## src/irc_pkg.sv

```systemverilog
// Package with register map, reset values, field layout and timing for the IR config bank
package irc_pkg;
   localparam logic [7:0] IRC_IDX_DMA_SEL = 8'h2C;
   localparam logic [7:0] IRC_IDX_HD_TMO = 8'h2D;
   localparam logic [7:0] IRC_IDX_SW_SEL_A = 8'h2E;
   localparam logic [7:0] IRC_IDX_SW_SEL_B = 8'h2F;
   localparam logic [7:0] IRC_IDX_RT_BASE = 8'h30;
   localparam logic [7:0] IRC_RST_DMA_SEL = 8'h0F;
   localparam logic [7:0] IRC_RST_HD_TMO = 8'h03;
   localparam logic [7:0] IRC_RST_SW_SEL = 8'h00;
   localparam logic [7:0] IRC_RST_RT_BASE = 8'h00;
   localparam logic [3:0] IRC_DMA_NONE = 4'hF;
   localparam logic [3:0] IRC_DMA_MAX = 4'h3;
   localparam logic [7:0] IRC_DMA_SEL_MASK = 8'h0F;
   localparam logic [7:0] IRC_RT_BASE_MASK = 8'hFE;
   localparam logic [3:0] IRC_RT_HI_ZERO = 4'h0;
   localparam logic [4:0] IRC_RT_OFS_WAKE = 5'h00;
   localparam logic [2:0] IRC_ENG_BLK_TMO = 3'h5;
   localparam logic [2:0] IRC_ENG_ADR_TMO = 3'h1;
   localparam logic [2:0] IRC_ENG_BLK_SWS = 3'h3;
   localparam logic [2:0] IRC_ENG_ADR_SWS_A = 3'h5;
   localparam logic [2:0] IRC_ENG_ADR_SWS_B = 3'h6;
   localparam int IRC_CLK_MHZ = 125;
   localparam int IRC_TMO_STEP_US = 100;
   localparam int IRC_TMO_STEP_CYC = IRC_TMO_STEP_US * IRC_CLK_MHZ;
   localparam int IRC_DMA_CHANS = 4;
   typedef struct packed {
      logic wr;
      logic rd;
      logic [15:0] addr;
      logic [7:0] data;
   } irc_io_t;
   typedef struct packed {
      logic wr;
      logic [2:0] blk;
      logic [2:0] addr;
      logic [7:0] data;
   } irc_eng_wr_t;
endpackage : irc_pkg

```

## src/irc_cfg_bank.sv

```systemverilog
// IR DMA, turnaround timeout, software select and runtime base configuration bank
`timescale 1ns/1ns
// Overview of operation
// RULE_01: Registers answer only in config state with index
// RULE_02: Low nibble picks DMA channel 0-3 or none
// RULE_03: DMA select bits 7:4 read zero
// RULE_04: Unselected DMA request outputs float
// RULE_05: DMA select resets to 0x0F
// RULE_06: Software puts floppy controller on DMA 2
// RULE_07: Timeout equals value times 100 us
// RULE_08: Timeout resets to 0x03
// RULE_09: Both timeout copies update on either write
// RULE_10: Engine soft reset keeps timeout copies
// RULE_11: Select A drives engine block 3 address 5
// RULE_12: Select B drives engine block 3 address 6
// RULE_13: Select A, B, base reset to 0x00
// RULE_14: Base bits 7:1 hold address bits 11:5
// RULE_15: Base below 100h disables runtime decode
// RULE_16: Decode needs A15:12 zero and base match
// RULE_17: A4:0 select register, zero is wake status
// RULE_18: Base bit 0 reads zero
module irc_cfg_bank #(
   parameter int STEP_CYC = irc_pkg::IRC_TMO_STEP_CYC
) (
   // Clock and reset
   input wire logic CLK,
   input wire logic NRST,
   // Configuration access
   input wire logic CFG_STATE,
   input wire logic [7:0] CFG_INDEX,
   input wire irc_pkg::irc_io_t CFG_IO,
   output logic [7:0] CFG_RDATA,
   // Host I/O address for runtime decode
   input wire logic [15:0] IO_ADDR,
   output logic RT_SEL,
   output logic [4:0] RT_OFFSET,
   output logic RT_WAKE_SEL,
   // Engine side
   input wire irc_pkg::irc_eng_wr_t ENG_WR,
   input wire logic ENG_SOFT_RST,
   input wire logic ENG_DMA_REQ,
   input wire logic TMO_START,
   output logic [7:0] ENG_TMO,
   output logic [7:0] ENG_SW_SEL_A,
   output logic [7:0] ENG_SW_SEL_B,
   output logic TMO_BUSY,
   output logic TMO_DONE,
   // DMA request pins
   output logic [irc_pkg::IRC_DMA_CHANS-1:0] DMA_REQUEST_OUT_O,
   output logic [irc_pkg::IRC_DMA_CHANS-1:0] DMA_REQUEST_OUT_OE
);
   import irc_pkg::*;
   initial begin
      if (IRC_DMA_CHANS != 4) begin
         $error("irc_cfg_bank: four DMA channels expected");
      end
   end
   function automatic logic idx_hit(input logic [7:0] idx, input logic [7:0] want);
      idx_hit = (idx == want);
   endfunction : idx_hit
   function automatic logic eng_hit(input irc_eng_wr_t w, input logic [2:0] b, input logic [2:0] a);
      eng_hit = w.wr && (w.blk == b) && (w.addr == a);
   endfunction : eng_hit
   logic [7:0] dma_sel_reg;
   logic [7:0] dma_sel_next;
   logic [7:0] tmo_reg;
   logic [7:0] tmo_next;
   logic [7:0] sws_a_reg;
   logic [7:0] sws_a_next;
   logic [7:0] sws_b_reg;
   logic [7:0] sws_b_next;
   logic [7:0] rt_base_reg;
   logic [7:0] rt_base_next;
   logic [7:0] rdata_reg;
   logic [7:0] rdata_next;
   // RULE_01 Config state gating
   wire cfg_wr = CFG_STATE && CFG_IO.wr;
   wire cfg_rd = CFG_STATE && CFG_IO.rd;
   wire hit_dma = idx_hit(CFG_INDEX, IRC_IDX_DMA_SEL);
   wire hit_tmo = idx_hit(CFG_INDEX, IRC_IDX_HD_TMO);
   wire hit_swa = idx_hit(CFG_INDEX, IRC_IDX_SW_SEL_A);
   wire hit_swb = idx_hit(CFG_INDEX, IRC_IDX_SW_SEL_B);
   wire hit_rtb = idx_hit(CFG_INDEX, IRC_IDX_RT_BASE);
   // RULE_03 Upper nibble masked
   assign dma_sel_next = (cfg_wr && hit_dma) ? (CFG_IO.data & IRC_DMA_SEL_MASK) : dma_sel_reg;
   // RULE_09 Either write updates the shared copy
   wire eng_tmo_wr = eng_hit(ENG_WR, IRC_ENG_BLK_TMO, IRC_ENG_ADR_TMO);
   // RULE_10 Engine soft reset is not a term here
   assign tmo_next = (cfg_wr && hit_tmo) ? CFG_IO.data : (eng_tmo_wr ? ENG_WR.data : tmo_reg);
   // RULE_11 Select A writable from either side
   wire eng_swa_wr = eng_hit(ENG_WR, IRC_ENG_BLK_SWS, IRC_ENG_ADR_SWS_A);
   assign sws_a_next = (cfg_wr && hit_swa) ? CFG_IO.data : (eng_swa_wr ? ENG_WR.data : sws_a_reg);
   // RULE_12 Select B writable from either side
   wire eng_swb_wr = eng_hit(ENG_WR, IRC_ENG_BLK_SWS, IRC_ENG_ADR_SWS_B);
   assign sws_b_next = (cfg_wr && hit_swb) ? CFG_IO.data : (eng_swb_wr ? ENG_WR.data : sws_b_reg);
   // RULE_18 Bit 0 never stored
   assign rt_base_next = (cfg_wr && hit_rtb) ? (CFG_IO.data & IRC_RT_BASE_MASK) : rt_base_reg;
   // RULE_01 Readback only for matching index
   assign rdata_next = !cfg_rd ? rdata_reg :
                       hit_dma ? dma_sel_reg :
                       hit_tmo ? tmo_reg :
                       hit_swa ? sws_a_reg :
                       hit_swb ? sws_b_reg :
                       hit_rtb ? rt_base_reg : 8'h00;
   always_ff @(posedge CLK or negedge NRST) begin
      if (!NRST) begin
         // RULE_05 No channel at reset
         dma_sel_reg <= IRC_RST_DMA_SEL;
         // RULE_08 300 us default
         tmo_reg <= IRC_RST_HD_TMO;
         // RULE_13 Cleared defaults
         sws_a_reg <= IRC_RST_SW_SEL;
         sws_b_reg <= IRC_RST_SW_SEL;
         rt_base_reg <= IRC_RST_RT_BASE;
         rdata_reg <= 8'h00;
      end else begin
         dma_sel_reg <= dma_sel_next;
         tmo_reg <= tmo_next;
         sws_a_reg <= sws_a_next;
         sws_b_reg <= sws_b_next;
         rt_base_reg <= rt_base_next;
         rdata_reg <= rdata_next;
      end
   end
   assign CFG_RDATA = rdata_reg;
   // RULE_09 One storage serves both copies so they cannot drift
   assign ENG_TMO = tmo_reg;
   assign ENG_SW_SEL_A = sws_a_reg;
   assign ENG_SW_SEL_B = sws_b_reg;
   // RULE_02 Channel decode; reserved codes select nothing
   wire [3:0] dma_code = dma_sel_reg[3:0];
   wire dma_valid = (dma_code <= IRC_DMA_MAX);
   // RULE_06 Channel 2 is left free for the floppy controller by software
   genvar ch;
   generate
      for (ch = 0; ch < IRC_DMA_CHANS; ch++) begin : g_dma
         // RULE_04 Drive only the chosen channel
         assign DMA_REQUEST_OUT_OE[ch] = dma_valid && (dma_code == 4'(ch));
         assign DMA_REQUEST_OUT_O[ch] = DMA_REQUEST_OUT_OE[ch] && ENG_DMA_REQ;
      end
   endgenerate
   // RULE_14 Base bits map to address 11:5
   wire [6:0] base_addr_bit = rt_base_reg[7:1];
   // RULE_15 Upper base nibble zero disables
   wire rt_enabled = (base_addr_bit[6:3] != IRC_RT_HI_ZERO);
   // RULE_16 Full address match
   assign RT_SEL = rt_enabled && (IO_ADDR[15:12] == 4'h0) && (IO_ADDR[11:5] == base_addr_bit);
   // RULE_17 Offset within block
   assign RT_OFFSET = RT_SEL ? IO_ADDR[4:0] : 5'h00;
   assign RT_WAKE_SEL = RT_SEL && (IO_ADDR[4:0] == IRC_RT_OFS_WAKE);
   // RULE_07 Turnaround timer uses the shared value
   irc_tmo_timer #(
      .STEP_CYC(STEP_CYC)
   ) u_tmo (
      .clk(CLK),
      .nrst(NRST),
      .start(TMO_START),
      .tmo_val(tmo_reg),
      .busy(TMO_BUSY),
      .done(TMO_DONE)
   );
endmodule : irc_cfg_bank

```

## src/irc_tmo_timer.sv

```systemverilog
// Turnaround timer counting register value times the 100 us step
`timescale 1ns/1ns
module irc_tmo_timer #(
   parameter int STEP_CYC = irc_pkg::IRC_TMO_STEP_CYC
) (
   // Clock and reset
   input wire logic clk,
   input wire logic nrst,
   // Control
   input wire logic start,
   input wire logic [7:0] tmo_val,
   // Status
   output logic busy,
   output logic done
);
   import irc_pkg::*;
   initial begin
      if (STEP_CYC < 1 || STEP_CYC > 65535) begin
         $error("irc_tmo_timer: STEP_CYC out of range");
      end
   end
   logic [15:0] step_reg;
   logic [15:0] step_next;
   logic [7:0] units_reg;
   logic [7:0] units_next;
   logic busy_reg;
   logic busy_next;
   logic done_reg;
   logic done_next;
   wire step_end = (step_reg == 16'(STEP_CYC - 1));
   wire last_unit = (units_reg == 8'h01);
   // Zero value gives an immediate done with no wait
   assign busy_next = start ? (tmo_val != 8'h00) : (busy_reg && !(step_end && last_unit));
   assign done_next = start ? (tmo_val == 8'h00) : (busy_reg && step_end && last_unit);
   assign step_next = (start || !busy_reg || step_end) ? 16'h0000 : step_reg + 16'h0001;
   assign units_next = start ? tmo_val : ((busy_reg && step_end) ? units_reg - 8'h01 : units_reg);
   always_ff @(posedge clk or negedge nrst) begin
      if (!nrst) begin
         step_reg <= 16'h0000;
         units_reg <= 8'h00;
         busy_reg <= 1'b0;
         done_reg <= 1'b0;
      end else begin
         step_reg <= step_next;
         units_reg <= units_next;
         busy_reg <= busy_next;
         done_reg <= done_next;
      end
   end
   assign busy = busy_reg;
   assign done = done_reg;
endmodule : irc_tmo_timer
```

## config.mk

```make
export PLATFORM = sky130hd
export DESIGN_NAME = irc_cfg_bank
export DESIGN_NICKNAME = d
export VERILOG_FILES = /design/src/irc_pkg.sv /design/src/irc_cfg_bank.sv /design/src/irc_tmo_timer.sv
export SDC_FILE = /design/constraint.sdc
export NUM_CORES = 1
export LEC_CHECK = 0
export CAP_MARGIN = 5
export CORE_UTILIZATION = 55
export CTS_BUF_LIST = sky130_fd_sc_hd__clkbuf_16
export CTS_CLUSTER_DIAMETER = 60
export DETAILED_ROUTE_END_ITERATION = 8
export DONT_BUFFER_PORTS = 1
export MAX_ROUTING_LAYER = met4
export PLACE_DENSITY = 0.7
export SYNTH_ARGS = -nofsm -noshare
export SYNTH_HDL_FRONTEND = slang
export SYNTH_SLANG_ARGS = --single-unit
```

## constraint.sdc

```tcl
create_clock -name CLK -period 5.4 [get_ports CLK]
set_clock_uncertainty 0.15 [all_clocks]
set_input_delay 0.81 -clock CLK [delete_from_list [all_inputs] [get_ports CLK]]
set_output_delay 0.81 -clock CLK [all_outputs]
set_load 0.005 [all_outputs]
```

==> results by group <==
Outcome
  – Status: completed

Synth
  – Mux cell area share after synthesis: 10.65%
  – Gate Count Post-Synth: 399
  – Post-synthesis sequential area ratio: 45.29%
  – Simple-gate share of the synthesized area: 24.31%
  – Ys flop type: dfrtp_1
  – Most frequent cell after synthesis: dfrtp_1
  – Synthesized flop and latch total: 69
  – Post-Syn Nets: 473
  – Number of enable flip-flop cells after synthesis: 0
  – Top post-synthesis cells by count: dfrtp_1 (63), nand2_1 (45), o21ai_0 (30)
  – Cell taking the most area after synthesis: dfrtp_1
  – Syn Std Cell Area: 3829 um^2
  – Post-synthesis compound-gate area fraction: 11.99%
  – Yosys warnings: 0
  – Post-Synth XOR/XNOR Area: 3.889%
  – Largest family of logic cells by synthesized area: simple AND/OR/NAND/NOR gates
  – Adder-cell share of the synthesized area: 0.9804%
  – Ys async rst share: 100.0%
  – Top cell type's share of synthesized area: 41.18%
  – Syn Area/Cell: 9.596 um^2
  – Ranking of synthesized cells by area: dfrtp_1 (41%), mux2i_1 (6.5%), nand2_1 (4.4%), dfstp_2 (4.1%), o21ai_0 (3.9%)
  – Library cells used by synthesis: 53

Power and ir drop
  – Clock network power share: 41.0%
  – Leak Pwr: 1.810 nW
  – Sw Share: 26.30%
  – Sw power: 0.3273 mW
  – Peak VDD IR: 0.0001818 V
  – Reg power frac: 50.1%
  – Int Power: 0.9170 mW
  – Combinational share of power: 8.9%
  – Power density cells: 300.2 nW/um^2

Clocking
  – # resized after CTS: 0
  – CTS Hold Bufs: 0
  – Clock slew at reported path FFs: 0.05 ns
  – CTS sink count: 69
  – H-tree levels: 3
  – CTS tree: done
  – CTS root buffer: clkbuf_16
  – Clock Path Buffers: 2
  – Worst-skew pair later-pin latency: 0.33 ns
  – Postcts setup bufs: 0
  – TritonCTS buffer count: 9

Hold path
  – HP Class: in -> async

Detailed routing
  – 1st-pass router iterations: 4
  – Post-route ant nets: 0
  – Avg WL per Cell: 19.77 um
  – Via density: 6.567
  – Drt initial violations: 207
  – Drt total wl: 9.491 mm
  – DR vias: 3152
  – Remaining DRCs: 0

Global route
  – GRT Resource Usage Total: 27.80%
  – Number of global-route vias before repair: 2932
  – Largest net degree at the start of global routing: 70
  – First-pass GRT wire length: 14.98 mm
  – Grt total ovfl: 0
  – Initial antenna violation count: 0

Cells and area
  – Share of layout cells above drive strength 1: 11.75%
  – Area Overhead vs Synth: 8.268%
  – Nets: 469
  – Diode count: 0
  – Fillers: 574
  – Post-route core utilization: 61.35%
  – Max reg flops: 16
  – Final cell count without fillers: 480

Timing
  – Max-Slew Margin vs Limit: 22.76%
  – Setup violators final: 0
  – Final period util: 55.07%
  – Worst Tran Pin Value: 1.156 ns
  – RSZ-0062 raised after global routing: false
  – Setup TNS: 0 ns
  – Final hold vios: 0
  – Final min period: 2.974 ns
  – Final-report max-slew violation count: 0
  – Final WS setup: 2.426 ns
  – Fmax: 336.3 MHz

Placed design
  – Post-DP HPWL: 6.732 mm
  – Gpl congestion: 0.8840
  – IO buf count: 0
  – Place WS: 2.152 ns
  – Dpl cells: 463

Critical path
  – Endpoint type of the worst setup path: primary output
  – Critical Path, Cell by Cell: nor4_1 > o2111ai_1 > a211oi_1 > and3_1
  – Slowest-stage cell, CP: a211oi_1
  – RR Startpoint: u_tmo.step_reg[9]
  – R2r setup slk: 2.78 ns
  – Crit-path max cell delay: 0.52 ns
  – Worst path top cell family by delay: compound AO/OA/AOI/OAI gates
  – R2R cell count: 4
  – Crit Path Max Fanout: 7
  – Setup CP Type: in -> out
  – Worst r2r dst: u_tmo.busy
  – Critical Path Start Type: input port
  – Crit path DAT: 2.01 ns
  – CP bufs+invs: 0
  – Worst Path Required: 4.44 ns

Floorplanning
  – Placement Rows: 30
  – Initial Util: 56.67%
  – Die height: 85.44 um
  – Ports: 120
  – Total die area: 7299 um^2
  – Area of the core: 6756 um^2
  – Die Wd: 85.44 um

Run
  – # Max-Cap Violations: 0
layout make-up:
type	instances	area (um^2)	area share [%]
well taps	80	100.1	2.415
flip-flops and latches	69	1734	41.84
clock inverters	7	28.78	0.6942
inverters	8	30.03	0.7244
multi-input cells	303	1997	48.17
repair buffers	4	30.03	0.7244
clock buffers	9	225.2	5.433
worst max-delay path by stage:
| stage | depth (start not counted) | from | slack, ns | endpoint |
|---|---|---|---|---|
| final | 4 | IO_ADDR[13] | 2.43 | RT_WAKE_SEL |
| after global routing | 4 | IO_ADDR[13] | 2.23 | RT_WAKE_SEL |
| after CTS | 4 | IO_ADDR[13] | 2.40 | RT_WAKE_SEL |
| after detailed placement | 4 | CFG_INDEX[7] | 2.15 | rt_base_reg[4] |
| after global placement | 4 | CFG_INDEX[7] | 2.20 | rt_base_reg[2] |
| after floorplan | 4 | IO_ADDR[13] | 2.58 | RT_WAKE_SEL |
power by group through the flow:
stage                     logic (mW)  clock network [mW]  registers, mW
after floorplan               0.0944                   0          0.609
after global placement         0.104                   0          0.631
after detailed placement       0.110                   0          0.632
after CTS                      0.110               0.515          0.623
after global routing           0.124               0.537          0.629
final                          0.111               0.510          0.623
placed cells by master, fill, tap and decap left out, types with 2 or more instances in the layout:
cell type / synthesis / routed
nand4bb_1: 2 / 2
nand3_1: 16 / 16
nand2b_1: 3 / 3
clkinv_1: 0 / 2
or4_1: 6 / 6
xnor2_1: 8 / 8
nand2_1: 45 / 45
mux2_2: 12 / 12
a21o_1: 3 / 3
nor2_1: 23 / 23
o21ai_0: 30 / 30
or2_2: 5 / 5
a32oi_1: 2 / 2
a31oi_1: 6 / 6
dfrtp_1: 63 / 63
or3_1: 6 / 6
buf_4: 0 / 4
clkinv_2: 0 / 2
o31ai_1: 7 / 7
nor4_1: 10 / 8
nor2b_1: 5 / 5
inv_1: 8 / 11
a221o_1: 3 / 3
nand4_1: 13 / 13
o2111ai_1: 4 / 4
xor2_1: 9 / 9
and2_1: 7 / 7
ha_1: 3 / 3
nor4_2: 0 / 2
clkbuf_16: 0 / 9
a21oi_1: 13 / 13
dfstp_2: 6 / 6
nand4b_1: 2 / 2
mux2i_1: 25 / 25
nor3_1: 10 / 10
and3_1: 7 / 7
per-stage QoR:
step	power [mW]	instance area [um^2]	hold slack [ns]
2_1_floorplan	0.7033	3829	0.2745
3_3_place_gp	0.7345	3884	0.2964
3_5_place_dp	0.7418	3884	0.3020
4_1_cts	1.249	4138	0.01805
5_1_grt	1.291	4145	0.01314
6_report	1.244	4145	0.02272
per-layer routing:
metal  part of all wire [%]  GRT usage (%)  routed length, um
met1                     45          37.80               4251
met2                     46          40.29               4381
met3                    7.5          6.907                711
met5                      0              -                  0
met4                    1.5          10.45                146
worst reg2reg max path: stages, from the launching register on:
cell and delay, ns:
dfrtp_1 0.39, or4_1 0.56, or4_2 0.74, nand2_1 0.45, o21ai_0 0.17
cells by family after synthesis:
kind of cell / Yosys count
flops: 69
mux: 38
compound gates: 74
buf+inv: 27
fa+ha+maj: 3
simple gates: 171
xor+xnor: 17
(Power assumes the default switching activity.)
